`config.mk`:
```
export PLATFORM = sky130hd
export DESIGN_NAME = serial_port
export DESIGN_NICKNAME = d
export VERILOG_FILES = /design/src/verilog/serial_port.v
export VERILOG_INCLUDE_DIRS = /design/src /design/src/shared
export SDC_FILE = /design/constraint.sdc
export NUM_CORES = 1
export LEC_CHECK = 0
export BUFFER_PORTS_ARGS = -buffer_cell sky130_fd_sc_hd__buf_2
export CAP_MARGIN = 20
export CORE_MARGIN = 2
export CORE_UTILIZATION = 43
export CTS_BUF_LIST = sky130_fd_sc_hd__clkbuf_4 sky130_fd_sc_hd__clkbuf_8 sky130_fd_sc_hd__clkbuf_16
export DETAILED_ROUTE_END_ITERATION = 7
export GPL_ROUTABILITY_DRIVEN = 0
export SLEW_MARGIN = 25
export SYNTH_ARGS = -nofsm -noshare
export SYNTH_HDL_FRONTEND = slang
export SYNTH_SLANG_ARGS = --single-unit
```
`constraint.sdc`:
```
create_clock -name clock -period 5.7 [get_ports clock]
set_clock_uncertainty 0.05 [all_clocks]
set_input_delay 1.14 -clock clock [delete_from_list [all_inputs] [get_ports clock]]
set_output_delay 1.14 -clock clock [all_outputs]
set_load 0.03 [all_outputs]
```
`src/shared/serial_port_defs.vh`:
```
// register offsets, field positions, reset values and timing counts
`ifndef SERIAL_PORT_DEFS_VH
`define SERIAL_PORT_DEFS_VH
// ----------------------------------------------------------------------
// register offsets
// ----------------------------------------------------------------------
`define OFS_BDH         3'h0
`define OFS_BDL         3'h1
`define OFS_C1          3'h2
`define OFS_C2          3'h3
`define OFS_S1          3'h4
`define OFS_S2          3'h5
`define OFS_C3          3'h6
`define OFS_DATA        3'h7
// ----------------------------------------------------------------------
// field positions
// ----------------------------------------------------------------------
`define BIT_BRK_IE      7
`define BIT_EDGE_IE     6
`define BIT_LOOP        7
`define BIT_WFRZ        6
`define BIT_RX_SOURCE_SELECT        5
`define BIT_NINE        4
`define BIT_WAKE        3
`define BIT_QTYPE       2
`define BIT_PEN         1
`define BIT_PODD        0
`define BIT_TIE         7
`define BIT_TX_DONE_IRQ_EN        6
`define BIT_RIE         5
`define BIT_QIE         4
`define BIT_TE          3
`define BIT_RE          2
`define BIT_STBY        1
`define BIT_SBK         0
`define BIT_BRKF        7
`define BIT_EDGEF       6
`define BIT_LBRK        2
`define BIT_TX9         6
`define BIT_SWDIR       5
// ----------------------------------------------------------------------
// reset values and timing counts
// ----------------------------------------------------------------------
`define BDL_RESET       8'h04
`define DIV_ZERO        13'h0000
`define DIV_ONE         13'h0001
`define SUB_LAST        4'hF
`define SUB_MID         4'h7
`define LEN_8           4'hA
`define LEN_9           4'hB
`define BRK_8           4'hD
`define BRK_9           4'hE
`define ONE_BIT         4'h1
`endif

```
`src/verilog/serial_port.v`:
```
// asynchronous serial port: registers, baud generator, transmitter, receiver
//
// Local design decisions: the strobed register port and the placing of the registers.
`include "serial_port_defs.vh"

//Behaviour
//- high divisor byte applies on low byte write
//- zero divisor stops; rate is clock/(16*divisor)
//- low byte resets nonzero; baud waits first enable
//- bdh bits 7,6 enable break, edge interrupts
//- loopback feeds transmitter into receiver, pin unused
//- rx source picks internal loop or single-wire
//- wait freeze bit stops port in wait
//- length bit selects eight or nine data bits
//- wake bit: idle-line or address-mark wakeup
//- idle count starts after start or stop
//- parity generated and checked on top bit
//- parity type: even when zero, odd when one
//- c2 bits 7..4 enable the four flag interrupts
//- tx enable owns pin until activity finishes
//- toggling tx enable queues an idle character
//- single-wire direction bit drives or receives line
//- rx pin freed when disabled or looping
//- standby cleared by idle or address mark
//- break bit queues breaks while it stays set
//- status one read-only, cleared by sequences
//- tx empty clears after status read, data write
//- break and edge flags clear by writing one
//- long break gives 13 or 14 bit times
module serial_port (
    // clock and reset
    input  wire       clock,
    input  wire       srst,
    // register port
    input  wire [2:0] addr,
    input  wire [7:0] wdata,
    input  wire       wr,
    input  wire       rd,
    output reg  [7:0] rdata,
    // processor state
    input  wire       wait_mode,
    // serial pins
    output reg        txd_out,
    output reg        txd_oe,
    input  wire       txd_in,
    input  wire       rxd_in,
    output reg        rxd_used,
    // interrupt request
    output reg        irq
);
// ----------------------------------------------------------------------
// helpers
// ----------------------------------------------------------------------
function parity_of;
    input [8:0] d;
    input       nine;
    input       odd;
    begin
        parity_of = (nine ? ^d[7:0] : ^d[6:0]) ^ odd;
    end
endfunction

// ----------------------------------------------------------------------
// registers
// ----------------------------------------------------------------------
reg [7:0]  bdh_r;
reg [4:0]  div_hi_r;
reg [7:0]  bdl_r;
reg [7:0]  c1_r;
reg [7:0]  c2_r;
reg        lbrk_r;
reg        tx9_r;
reg        swdir_r;
reg [7:0]  txbuf_r;
reg        tx_empty_flag_r, tc_r, rx_full_flag_r, quiet_r, ovr_r, fe_r, pf_r;
reg        brkf_r, edgef_r;
reg        tx_arm_r, rx_arm_r;
reg        started_r;
reg [12:0] brc_r;
reg        tx_busy_r, pend_idle_r, pend_brk_r, brk_run_r;
reg [13:0] tx_sh_r;
reg [3:0]  tx_cnt_r, tx_sub_r;
reg        rx_busy_r;
reg [10:0] rx_sh_r;
reg [3:0]  rx_cnt_r, rx_sub_r;
reg [8:0]  rxd_r;
reg        rx_prev_r;
reg [7:0]  high_cnt_r;
reg        quiet_arm_r;

wire [12:0] divisor = {div_hi_r, bdl_r};
wire nine  = c1_r[`BIT_NINE];
wire loop  = c1_r[`BIT_LOOP];
wire te    = c2_r[`BIT_TE];
wire re    = c2_r[`BIT_RE];
wire stby  = c2_r[`BIT_STBY];
wire break_queue   = c2_r[`BIT_SBK];
wire frz   = c1_r[`BIT_WFRZ] & wait_mode;
wire wr_c2   = wr & (addr == `OFS_C2);
wire wr_data = wr & (addr == `OFS_DATA);
wire rd_s1   = rd & (addr == `OFS_S1);
wire rd_data = rd & (addr == `OFS_DATA);
wire [3:0] frame_len = nine ? `LEN_9 : `LEN_8;
wire [3:0] brk_len = lbrk_r ? (nine ? `BRK_9 : `BRK_8)
                            : frame_len;

// ----------------------------------------------------------------------
// baud generator
// ----------------------------------------------------------------------
// zero divisor gives no tick; the counter alternates between zero and its top value every cycle
wire tick = started_r & (divisor != `DIV_ZERO) & ~frz
            & (brc_r <= `DIV_ONE);

always @(posedge clock) begin
    if (srst) begin
        brc_r     <= `DIV_ZERO;
        started_r <= 1'b0;
    end else begin
        if (wr_c2 & (wdata[`BIT_TE] | wdata[`BIT_RE]))
            started_r <= 1'b1;
        if (~started_r | frz)
            brc_r <= brc_r;
        else if (tick | (brc_r > divisor))
            brc_r <= divisor;
        else
            brc_r <= brc_r - `DIV_ONE;
    end
end

// ----------------------------------------------------------------------
// transmitter
// ----------------------------------------------------------------------
wire [8:0] tx_word = {tx9_r, txbuf_r};
wire       tx_par  = parity_of(tx_word, nine, c1_r[`BIT_PODD]);
wire [8:0] tx_data = ~c1_r[`BIT_PEN] ? tx_word :
                     nine ? {tx_par, tx_word[7:0]}
                          : {1'b0, tx_par, tx_word[6:0]};
wire bit_end  = tick & (tx_sub_r == `SUB_LAST);
wire tx_done  = tx_busy_r & bit_end & (tx_cnt_r == `ONE_BIT);
wire tx_free  = (~tx_busy_r & tick) | tx_done;
wire go_idle  = tx_free & pend_idle_r;
wire go_brk   = tx_free & ~pend_idle_r & pend_brk_r;
wire go_data  = tx_free & ~pend_idle_r & ~pend_brk_r & (te | txd_oe) & ~tx_empty_flag_r;
wire te_rise  = wr_c2 & wdata[`BIT_TE] & ~te;
wire sbk_rise = wr_c2 & wdata[`BIT_SBK] & ~break_queue;
wire tx_pend  = pend_idle_r | pend_brk_r | ~tx_empty_flag_r;
wire sw_mode  = loop & c1_r[`BIT_RX_SOURCE_SELECT];
wire tx_line  = tx_busy_r ? tx_sh_r[0] : 1'b1;

always @(posedge clock) begin
    if (srst) begin
        tx_busy_r   <= 1'b0;
        tx_sh_r     <= {14{1'b1}};
        tx_cnt_r    <= 4'h0;
        tx_sub_r    <= 4'h0;
        pend_idle_r <= 1'b0;
        pend_brk_r  <= 1'b0;
        brk_run_r   <= 1'b0;
    end else begin
        if (tx_busy_r & tick)
            tx_sub_r <= tx_sub_r + 4'h1;
        if (tx_busy_r & bit_end) begin
            tx_sh_r  <= {1'b1, tx_sh_r[13:1]};
            tx_cnt_r <= tx_cnt_r - 4'h1;
        end
        if (tx_done)
            tx_busy_r <= 1'b0;
        if (te_rise)
            pend_idle_r <= 1'b1;
        else if (go_idle)
            pend_idle_r <= 1'b0;
        // a break finishing with the bit still set queues another
        if (sbk_rise | (tx_done & brk_run_r & break_queue))
            pend_brk_r <= 1'b1;
        else if (go_brk)
            pend_brk_r <= 1'b0;
        if (go_idle | go_brk | go_data) begin
            tx_busy_r <= 1'b1;
            tx_sub_r  <= 4'h0;
            brk_run_r <= go_brk;
        end
        if (go_idle) begin
            tx_sh_r  <= {14{1'b1}};
            tx_cnt_r <= frame_len;
        end
        if (go_brk) begin
            tx_sh_r  <= 14'h0000;
            tx_cnt_r <= brk_len;
        end
        if (go_data) begin
            tx_sh_r  <= nine ? {4'hF, tx_data, 1'b0}
                             : {5'h1F, tx_data[7:0], 1'b0};
            tx_cnt_r <= frame_len;
        end
    end
end

// ----------------------------------------------------------------------
// pin routing
// ----------------------------------------------------------------------
// loop mode reads the transmitter; single-wire reads the shared line
wire rx_src = ~loop ? rxd_in :
              (c1_r[`BIT_RX_SOURCE_SELECT] ? txd_in : tx_line);

always @(posedge clock) begin
    if (srst) begin
        txd_out  <= 1'b1;
        txd_oe   <= 1'b0;
        rxd_used <= 1'b0;
    end else begin
        txd_out  <= tx_line;
        txd_oe   <= (te | tx_busy_r | pend_idle_r | pend_brk_r)
                    & ~(sw_mode & ~swdir_r);
        rxd_used <= re & ~loop;
    end
end

// ----------------------------------------------------------------------
// receiver
// ----------------------------------------------------------------------
wire samp    = rx_busy_r & tick & (rx_sub_r == `SUB_MID);
wire rx_last = samp & (rx_cnt_r == `ONE_BIT);
wire [10:0] rx_fr = {rx_src, rx_sh_r[10:1]};
wire [8:0]  rx_dat = nine ? rx_fr[9:1] : {1'b0, rx_fr[9:2]};
wire rx_msb  = nine ? rx_dat[8] : rx_dat[7];
wire rx_perr = c1_r[`BIT_PEN] &
               (parity_of(rx_dat, nine, c1_r[`BIT_PODD]) != rx_msb);
wire addr_wake = stby & c1_r[`BIT_WAKE] & rx_msb;
wire take    = rx_last & (~stby | addr_wake);
wire quiet_hit = re & ~rx_busy_r & tick &
                 (high_cnt_r == {frame_len - `ONE_BIT, `SUB_LAST});
wire idle_wake = quiet_hit & stby & ~c1_r[`BIT_WAKE];
wire brk_seen  = rx_last & (rx_dat == 9'h000) & ~rx_src;

always @(posedge clock) begin
    if (srst) begin
        rx_busy_r   <= 1'b0;
        rx_sh_r     <= 11'h000;
        rx_cnt_r    <= 4'h0;
        rx_sub_r    <= 4'h0;
        rxd_r       <= 9'h000;
        rx_prev_r   <= 1'b1;
        high_cnt_r  <= 8'h00;
        quiet_arm_r <= 1'b0;
    end else begin
        rx_prev_r <= rx_src;
        if (~re) begin
            rx_busy_r <= 1'b0;
        end else if (~rx_busy_r & tick & ~rx_src) begin
            rx_busy_r <= 1'b1;
            rx_sub_r  <= 4'h0;
            rx_cnt_r  <= frame_len;
        end else if (rx_busy_r & tick) begin
            rx_sub_r <= rx_sub_r + 4'h1;
            if (samp) begin
                rx_sh_r  <= rx_fr;
                rx_cnt_r <= rx_cnt_r - 4'h1;
                if (rx_last | ((rx_cnt_r == frame_len) & rx_src))
                    rx_busy_r <= 1'b0;
            end
        end
        if (take & ~rx_full_flag_r)
            rxd_r <= rx_dat;
        // high time counts in ticks; the quiet-type bit decides if
        // the ones inside a frame count or only those after the stop
        if (~rx_src | (rx_busy_r & c1_r[`BIT_QTYPE]))
            high_cnt_r <= 8'h00;
        else if (tick & (high_cnt_r != {frame_len - `ONE_BIT, `SUB_LAST}))
            high_cnt_r <= high_cnt_r + 8'h01;
        if (take)
            quiet_arm_r <= 1'b1;
        else if (quiet_hit)
            quiet_arm_r <= 1'b0;
    end
end

// ----------------------------------------------------------------------
// control registers
// ----------------------------------------------------------------------
always @(posedge clock) begin
    if (srst) begin
        bdh_r    <= 8'h00;
        div_hi_r <= 5'h00;
        bdl_r    <= `BDL_RESET;
        c1_r     <= 8'h00;
        c2_r     <= 8'h00;
        lbrk_r   <= 1'b0;
        tx9_r    <= 1'b0;
        swdir_r  <= 1'b0;
        txbuf_r  <= 8'h00;
    end else begin
        if (wr & (addr == `OFS_BDH))
            bdh_r <= wdata;
        if (wr & (addr == `OFS_BDL)) begin
            bdl_r    <= wdata;
            div_hi_r <= bdh_r[4:0];
        end
        if (wr & (addr == `OFS_C1))
            c1_r <= wdata;
        if (wr_c2)
            c2_r <= wdata;
        else if (idle_wake | (rx_last & addr_wake))
            c2_r[`BIT_STBY] <= 1'b0;
        if (wr & (addr == `OFS_S2))
            lbrk_r <= wdata[`BIT_LBRK];
        if (wr & (addr == `OFS_C3)) begin
            tx9_r   <= wdata[`BIT_TX9];
            swdir_r <= wdata[`BIT_SWDIR];
        end
        if (wr_data)
            txbuf_r <= wdata;
    end
end

// ----------------------------------------------------------------------
// status flags: a hardware set wins over a software clear
// ----------------------------------------------------------------------
wire tc_clr = tc_r & tx_arm_r & (wr_data | te_rise | sbk_rise);
wire w1c    = wr & (addr == `OFS_S2);

always @(posedge clock) begin
    if (srst) begin
        tx_empty_flag_r   <= 1'b1;
        tc_r     <= 1'b1;
        rx_full_flag_r   <= 1'b0;
        quiet_r  <= 1'b0;
        ovr_r    <= 1'b0;
        fe_r     <= 1'b0;
        pf_r     <= 1'b0;
        brkf_r   <= 1'b0;
        edgef_r  <= 1'b0;
        tx_arm_r <= 1'b0;
        rx_arm_r <= 1'b0;
    end else begin
        // the write to status one itself has no effect
        if (rd_s1)
            tx_arm_r <= tx_empty_flag_r | tc_r;
        else if (wr_data)
            tx_arm_r <= 1'b0;
        if (rd_s1)
            rx_arm_r <= rx_full_flag_r | quiet_r | ovr_r;
        else if (rd_data)
            rx_arm_r <= 1'b0;
        if (go_data)
            tx_empty_flag_r <= 1'b1;
        else if (wr_data & tx_arm_r & tx_empty_flag_r)
            tx_empty_flag_r <= 1'b0;
        if (tx_free & ~tx_pend & ~go_data & ~(te_rise | sbk_rise))
            tc_r <= 1'b1;
        else if (tc_clr | go_brk | go_idle)
            tc_r <= 1'b0;
        if (take & ~rx_full_flag_r) begin
            rx_full_flag_r <= 1'b1;
            fe_r   <= ~rx_src;
            pf_r   <= rx_perr;
        end else if (rd_data & rx_arm_r) begin
            rx_full_flag_r <= 1'b0;
            fe_r   <= 1'b0;
            pf_r   <= 1'b0;
        end
        if (take & rx_full_flag_r)
            ovr_r <= 1'b1;
        else if (rd_data & rx_arm_r)
            ovr_r <= 1'b0;
        if (quiet_hit & quiet_arm_r & ~stby)
            quiet_r <= 1'b1;
        else if (rd_data & rx_arm_r)
            quiet_r <= 1'b0;
        if (brk_seen)
            brkf_r <= 1'b1;
        else if (w1c & wdata[`BIT_BRKF])
            brkf_r <= 1'b0;
        if (re & rx_prev_r & ~rx_src)
            edgef_r <= 1'b1;
        else if (w1c & wdata[`BIT_EDGEF])
            edgef_r <= 1'b0;
    end
end

// ----------------------------------------------------------------------
// read port and interrupt request
// ----------------------------------------------------------------------
always @(posedge clock) begin
    if (srst) begin
        rdata <= 8'h00;
        irq   <= 1'b0;
    end else begin
        irq <= (bdh_r[`BIT_BRK_IE] & brkf_r) |
               (bdh_r[`BIT_EDGE_IE] & edgef_r) |
               (c2_r[`BIT_TIE] & tx_empty_flag_r) |
               (c2_r[`BIT_TX_DONE_IRQ_EN] & tc_r) |
               (c2_r[`BIT_RIE] & rx_full_flag_r) |
               (c2_r[`BIT_QIE] & quiet_r);
        if (rd) begin
            case (addr)
                `OFS_BDH:  rdata <= {bdh_r[7:6], 1'b0, bdh_r[4:0]};
                `OFS_BDL:  rdata <= bdl_r;
                `OFS_C1:   rdata <= c1_r;
                `OFS_C2:   rdata <= c2_r;
                `OFS_S1:   rdata <= {tx_empty_flag_r, tc_r, rx_full_flag_r, quiet_r,
                                     ovr_r, 1'b0, fe_r, pf_r};
                `OFS_S2:   rdata <= {brkf_r, edgef_r, 3'h0, lbrk_r,
                                     1'b0, rx_busy_r};
                `OFS_C3:   rdata <= {rxd_r[8], tx9_r, swdir_r, 5'h00};
                `OFS_DATA: rdata <= rxd_r[7:0];
                default:   rdata <= 8'h00;
            endcase
        end else begin
            rdata <= 8'h00;
        end
    end
end

endmodule

```
=== After elaboration in Yosys (flattened, before gate mapping) ===
Index checks and enable logic that the tools add are counted.
Widths: inputs -> output; s select.

* Memory bits (writable): 0
* Bits in latches: 0
* Memories kept: 0
* ROM bits: 0
* Register bits after elaboration: 150
* Logic and storage cells: 287
* Output and inout bits: 12
* Input port bits: 18

* Divide/modulo/power cells: 0
* Muxes and demuxes: 56
* Magnitude comparators: 2
* Add/subtract/negate cells: 7
* Shift-type cells: 0
* Multiply operators: 0
* Equal/unequal tests: 15
* Reductions and logical operators: 33
* Bitwise logic cells: 131

{| class="wikitable"
|+ Operators by type and width
! cell !! count
|-
| $and 1x1->1 || 77
|-
| $pmux 8 s8 || 1
|-
| $mux 14 || 4
|-
| $mux 4 || 9
|-
| $mux 1 || 35
|-
| $or 1x1->1 || 30
|-
| $reduce_bool 2->1 || 15
|-
| $mux 9 || 3
|-
| $not 1->1 || 22
|-
| $reduce_xor 8->1 || 2
|-
| $reduce_xor 7->1 || 2
|-
| $gt 13x13->1 || 1
|-
| $le 13x1->1 const B || 1
|-
| $mux 13 || 1
|-
| $reduce_bool 13->1 || 1
|-
| $sub 13x1->13 const B || 1
|-
| $eq 3x3->1 const B || 4
|-
| $reduce_or 2->1 || 6
|-
| $sub 4x1->4 const B || 3
|-
| $mux 10 || 1
|-
| $logic_not 9->1 || 1
|-
| $add 4x1->4 const B || 2
|-
| $add 8x1->8 const B || 1
|-
| $eq 4x1->1 const B || 2
|-
| other kinds (16) || 19
|}

=== Logic depth before layout (Yosys ltp) ===
* Word-level depth: 16
* Mapped depth: 10
* Mapped depth without buffers: 9

=== Worst setup path before layout ===
No wires, ideal clock.

* Kind: input port to flip-flop
* Start: input port wait_mode
* End: register rx_sh_r[2]
* Arrival time: 2602 ps
* Library setup time: 128 ps
* Stages: 7
* Data required time: 5522 ps
* Setup slack: 2921 ps
* Path buffers: 1
* Path through: a21boi_0 > and3_1 > nand4_1 > nor2_1 > buf_2 > mux2i_1 > nor2_1

* Longest elaborated chain between the ends: 8
* Elaborated cells on any way between the ends: 10
* Those cells by class: bitwise: 9; reduce/logical: 1

{| class="wikitable"
|+ Ends and longest elaborated chain
! what !! RTL line !! text
|-
| start, declared || serial_port.v:41 || <nowiki>input wire wait_mode,</nowiki>
|-
| $and 1x1->1 (*) || serial_port.v:98 || <nowiki>wire frz = c1_r[`BIT_WFRZ] & wait_mode;</nowiki>
|-
| $not 1->1 (*) || serial_port.v:111 || <nowiki>wire tick = started_r & (divisor != `DIV_ZERO) & ~frz</nowiki>
|-
| $and 1x1->1 (*) (2 in series) || serial_port.v:111 ||
|-
| $and 1x1->1 (2 in series) || serial_port.v:249 || <nowiki>end else if (~rx_busy_r & tick & ~rx_src) begin</nowiki>
|-
| $not 1->1 (no line) || - ||
|-
| $reduce_and 4->1 (no line) (*) || - ||
|-
| end signal, assigned || serial_port.v:256 || <nowiki>rx_sh_r <= rx_fr;</nowiki>
|-
| end, declared || serial_port.v:84 || <nowiki>reg [10:0] rx_sh_r;</nowiki>
|}

Mark *: on every way between the ends. The rest lies on a longest branch, timed or not.
A chain may end at the register's enable or synchronous reset.

=== Final worst setup path ===
* Start: register brc_r[5]
* End: register tx_sh_r[9]

* Longest elaborated chain between the ends: 11
* Elaborated cells on any way between the ends: 17
* Those cells by class: order compare: 1; mux: 3; bitwise: 12; reduce/logical: 1

{| class="wikitable"
|+ Ends and longest elaborated chain
! what !! RTL line !! text
|-
| start, declared || serial_port.v:79 || <nowiki>reg [12:0] brc_r;</nowiki>
|-
| start signal, assigned || serial_port.v:116 || <nowiki>brc_r <= `DIV_ZERO;</nowiki>
|-
| start signal, assigned || serial_port.v:122 || <nowiki>brc_r <= brc_r;</nowiki>
|-
| start signal, assigned || serial_port.v:124 || <nowiki>brc_r <= divisor;</nowiki>
|-
| $le 13x1->1 (no line) (*) || - ||
|-
| $and 1x1->1 (*) || serial_port.v:111 ||
|-
| $and 1x1->1 || serial_port.v:138 || <nowiki>wire bit_end = tick & (tx_sub_r == `SUB_LAST);</nowiki>
|-
| $and 1x1->1 || serial_port.v:139, serial_port.v:162 ||
|-
| $and 1x1->1 || serial_port.v:139 || <nowiki>wire tx_done = tx_busy_r & bit_end & (tx_cnt_r == `ONE_BIT);</nowiki>
|-
| $or 1x1->1 || serial_port.v:140 || <nowiki>wire tx_free = (~tx_busy_r & tick) | tx_done;</nowiki>
|-
| $and 1x1->1 || serial_port.v:142, serial_port.v:143 ||
|-
| $and 1x1->1 (3 in series) || serial_port.v:143 || <nowiki>wire go_data = tx_free & ~pend_idle_r & ~pend_brk_r & (te | txd_oe) & ~tx_empty_flag_r;</nowiki>
|-
| $reduce_bool 4->1 (no line) or $mux 14 (tied branches) || - ||
|-
| end signal, assigned || serial_port.v:153 || <nowiki>tx_sh_r <= {14{1'b1}};</nowiki>
|-
| end signal, assigned || serial_port.v:163 || <nowiki>tx_sh_r <= {1'b1, tx_sh_r[13:1]};</nowiki>
|-
| end signal, assigned || serial_port.v:183 || <nowiki>tx_sh_r <= {14{1'b1}};</nowiki>
|-
| end, declared || serial_port.v:81 || <nowiki>reg [13:0] tx_sh_r;</nowiki>
|}

Marks and branches as above.

==> run metrics <==
status=finished, final reports clean; Hold Crit Class=flip-flop to flip-flop; Mean Syn Cell Area=7.950 sq um; CTS tree=done; CP endpoint kind=flip-flop; post-synthesis simple-gate area fraction=24.37%; clock period minus worst slack=3.381 ns; post-route insts no fill=1159; share of layout cells above drive strength 1=9.052%; reg2reg path depth=8; Post-layout nets=972; Leakage=2.839 nW; Hold Fails Final Rpt=0; area share of fa/ha/maj cells after synthesis=4.599%; max cap viols=0; WP data arrival=3.64 ns; Final ANT Viol Nets=0; net count after synthesis=969; Die Span X=134.7 um; combinational power share=11.1%; Core Region=16640 sq um; largest family of logic cells by synthesized area=simple AND/OR/NAND/NOR gates; RR Startpoint=brc_r[5]; vias in the first global route=6249; Post-route DRC=0; Synth Warn #=0; P_int=1.804 mW; maximum clock path buffer count=2; CP startpoint kind=flip-flop; final setup TNS=0 ns; Post-DP HPWL=14470 um; Post-synth EDFFs=0; cell taking the most area after synthesis=dfxtp_1; initial antenna violation count=0; WHS=0.4062 ns; PnR Total Power=2.466 mW; Top FF cell, synth=dfxtp_1; Seq pwr share=43.3%; post_cts resized=0; final worst-path cycle share=59.31%; RSZ-0062 raised after global routing=false; fmax=295.8 MHz; Post-Syn Area=7346 sq um; post-synth cell types=60; Cells on Worst Hold Path=2; Final WS setup=2.319 ns; top cells by count, synth=147 x dfxtp_1, 144 x nand2_1, 102 x a21oi_1; Clk pwr share=45.6%; Area Overhead vs Synth=11.72%; register area share after synthesis=40.06%; # placed instances=1128; Hold-fix buffers, CTS=0; synth top area cells=dfxtp_1 40%, nand2_1 7.4%, a21oi_1 6.9%, nor2_1 4.7%, ha_1 4.6%; ANT cells=0; Switch Pwr=0.6617 mW; WL per Instance=18.15 um; Switching Share=26.84%; Worst-Margin Slew=0.9904 ns; setup bufs post-CTS=0; multiplexer share of the synthesized area=5.178%; Starting DRT DRC Count=638; I/O Buffers=29; total CTS buffers=17; Syn Inst Count=924; first-pass GRT wire length=33820 um; end of the worst hold path=quiet_arm_r; Pwr Density=300.4 nW/um^2; grt ovf=0; Seq cells post-synth=147; Die Y=134.7 um; ys async rst share=0%; Initial Utilization=44.14%; hold_sp=quiet_arm_r; Synth Area in Compound Gates=18.72%; # rows=47; DR vias/cell=5.830; clock sink count=147; fin. max-slew vios=0; Via Count=6757; CP Max Fanout=20; # setup viols final=0; DR pass1 iterations=5; H-Tree Depth=4; Crit Path Class=flip-flop to flip-flop; Setup WS pre-CTS=2.140 ns; Clock Latency Late Sink=0.42 ns; Post-Route WL=21030 um; Root Driver=clkbuf_16; Max VDD drop=227.5 uV; die area=18140 sq um; post-synth top area share=40.06%; clock-pin slew on the worst setup and hold paths=0.06 ns; max_slew headroom=33.73%; XOR/XNOR share of the synthesized area=2.862%; Critical R2R Capture=tx_sh_r[9]; Ports=30; GRT Total Usage=24.01%; pin count of the biggest net entering global routing=82; most numerous cell in the Yosys netlist=dfxtp_1; Crit path required time=5.96 ns; flop2flop setup slack=2.32 ns; Setup crit start=brc_r[5]
==> worst max path at each step <==
stage / cells after the start / endpoint
after floorplan: 7 / rx_sh_r[2]
after global placement: 8 / tx_sh_r[0]
after detailed placement: 9 / tx_sh_r[1]
after CTS: 8 / tx_sh_r[9]
after global routing: 8 / tx_sh_r[9]
final: 8 / tx_sh_r[9]
==> sequential cells by signal, indices dropped and copies added (netlist names), 5 cells and up <==
register	count
c1_r	8
bdl_r	8
bdh_r	7
c2_r	8
tx_sh_r	14
brc_r	13
div_hi_r	5
txbuf_r	8
rx_sh_r	9
rdata	8
rxd_r	9
high_cnt_r	8
==> cell families after synthesis <==
family | Yosys count
simple gates | 383
compound gates | 231
flops | 147
buf+inv | 78
mux | 34
fa+ha+maj | 27
xor+xnor | 24
==> per-layer routing <==
layer	vias up	routed length [um]	GRT usage [%]
met4	0	395	7.836
met2	190	9553	37.03
li1	3316	-	-
met1	3221	9967	33.77
met5	-	0	0
met3	30	1116	4.767
==> layout by cell type, fill, tap and decap left out, types with 8 or more instances in the layout <==
cell type / instances
nor3_1: 26
nor4_1: 13
o22ai_1: 10
o21ai_0: 40
nand3_1: 29
nand4_1: 18
ha_1: 27
nand2b_1: 8
mux2i_1: 29
buf_2: 28
nor2_1: 91
dfxtp_1: 147
a21oi_1: 102
or3_1: 10
nand2_1: 144
a22oi_1: 10
a31oi_1: 12
xor2_1: 8
xnor2_1: 16
buf_4: 8
inv_1: 26
clkbuf_16: 17
a211oi_1: 20
o211ai_1: 8
==> critical path, cell delays in order (launching register included) <==
cell	delay, ns
dfxtp_1	0.39
or4_4	0.60
or4_4	0.47
nor3_2	0.32
buf_4	0.33
nand2b_1	0.41
a21oi_1	0.27
a31oi_1	0.06
or3_1	0.35
==> power by group through the flow <==
stage | clock network, mW | logic (mW) | registers [mW]
6_report | 1.12 | 0.273 | 1.07
5_1_grt | 1.19 | 0.302 | 1.07
4_1_cts | 1.14 | 0.271 | 1.07
3_5_place_dp | 0 | 0.269 | 1.09
3_3_place_gp | 0 | 0.270 | 1.09
2_1_floorplan | 0 | 0.188 | 1.08
==> area by class of cell <==
| class | instances | area [sq um] |
|---|---|---|
| timing repair buffer | 36 | 200.2 |
| multi-input combinational | 699 | 4101 |
| fill | 1608 | 8436 |
| clock inverter | 11 | 128.9 |
| inverter | 26 | 97.59 |
| clock buffer | 20 | 460.4 |
| sequential | 147 | 2943 |
| tap | 220 | 275.3 |
==> through the flow <==
stage	utilization [%]	cell area (sq um)
final	49.31	8207
after floorplan	-	7346
after global placement	45.76	7615
after global routing	49.31	8207
after CTS	49.31	8207
after detailed placement	45.77	7617
Power figures use the tool's default switching activity.
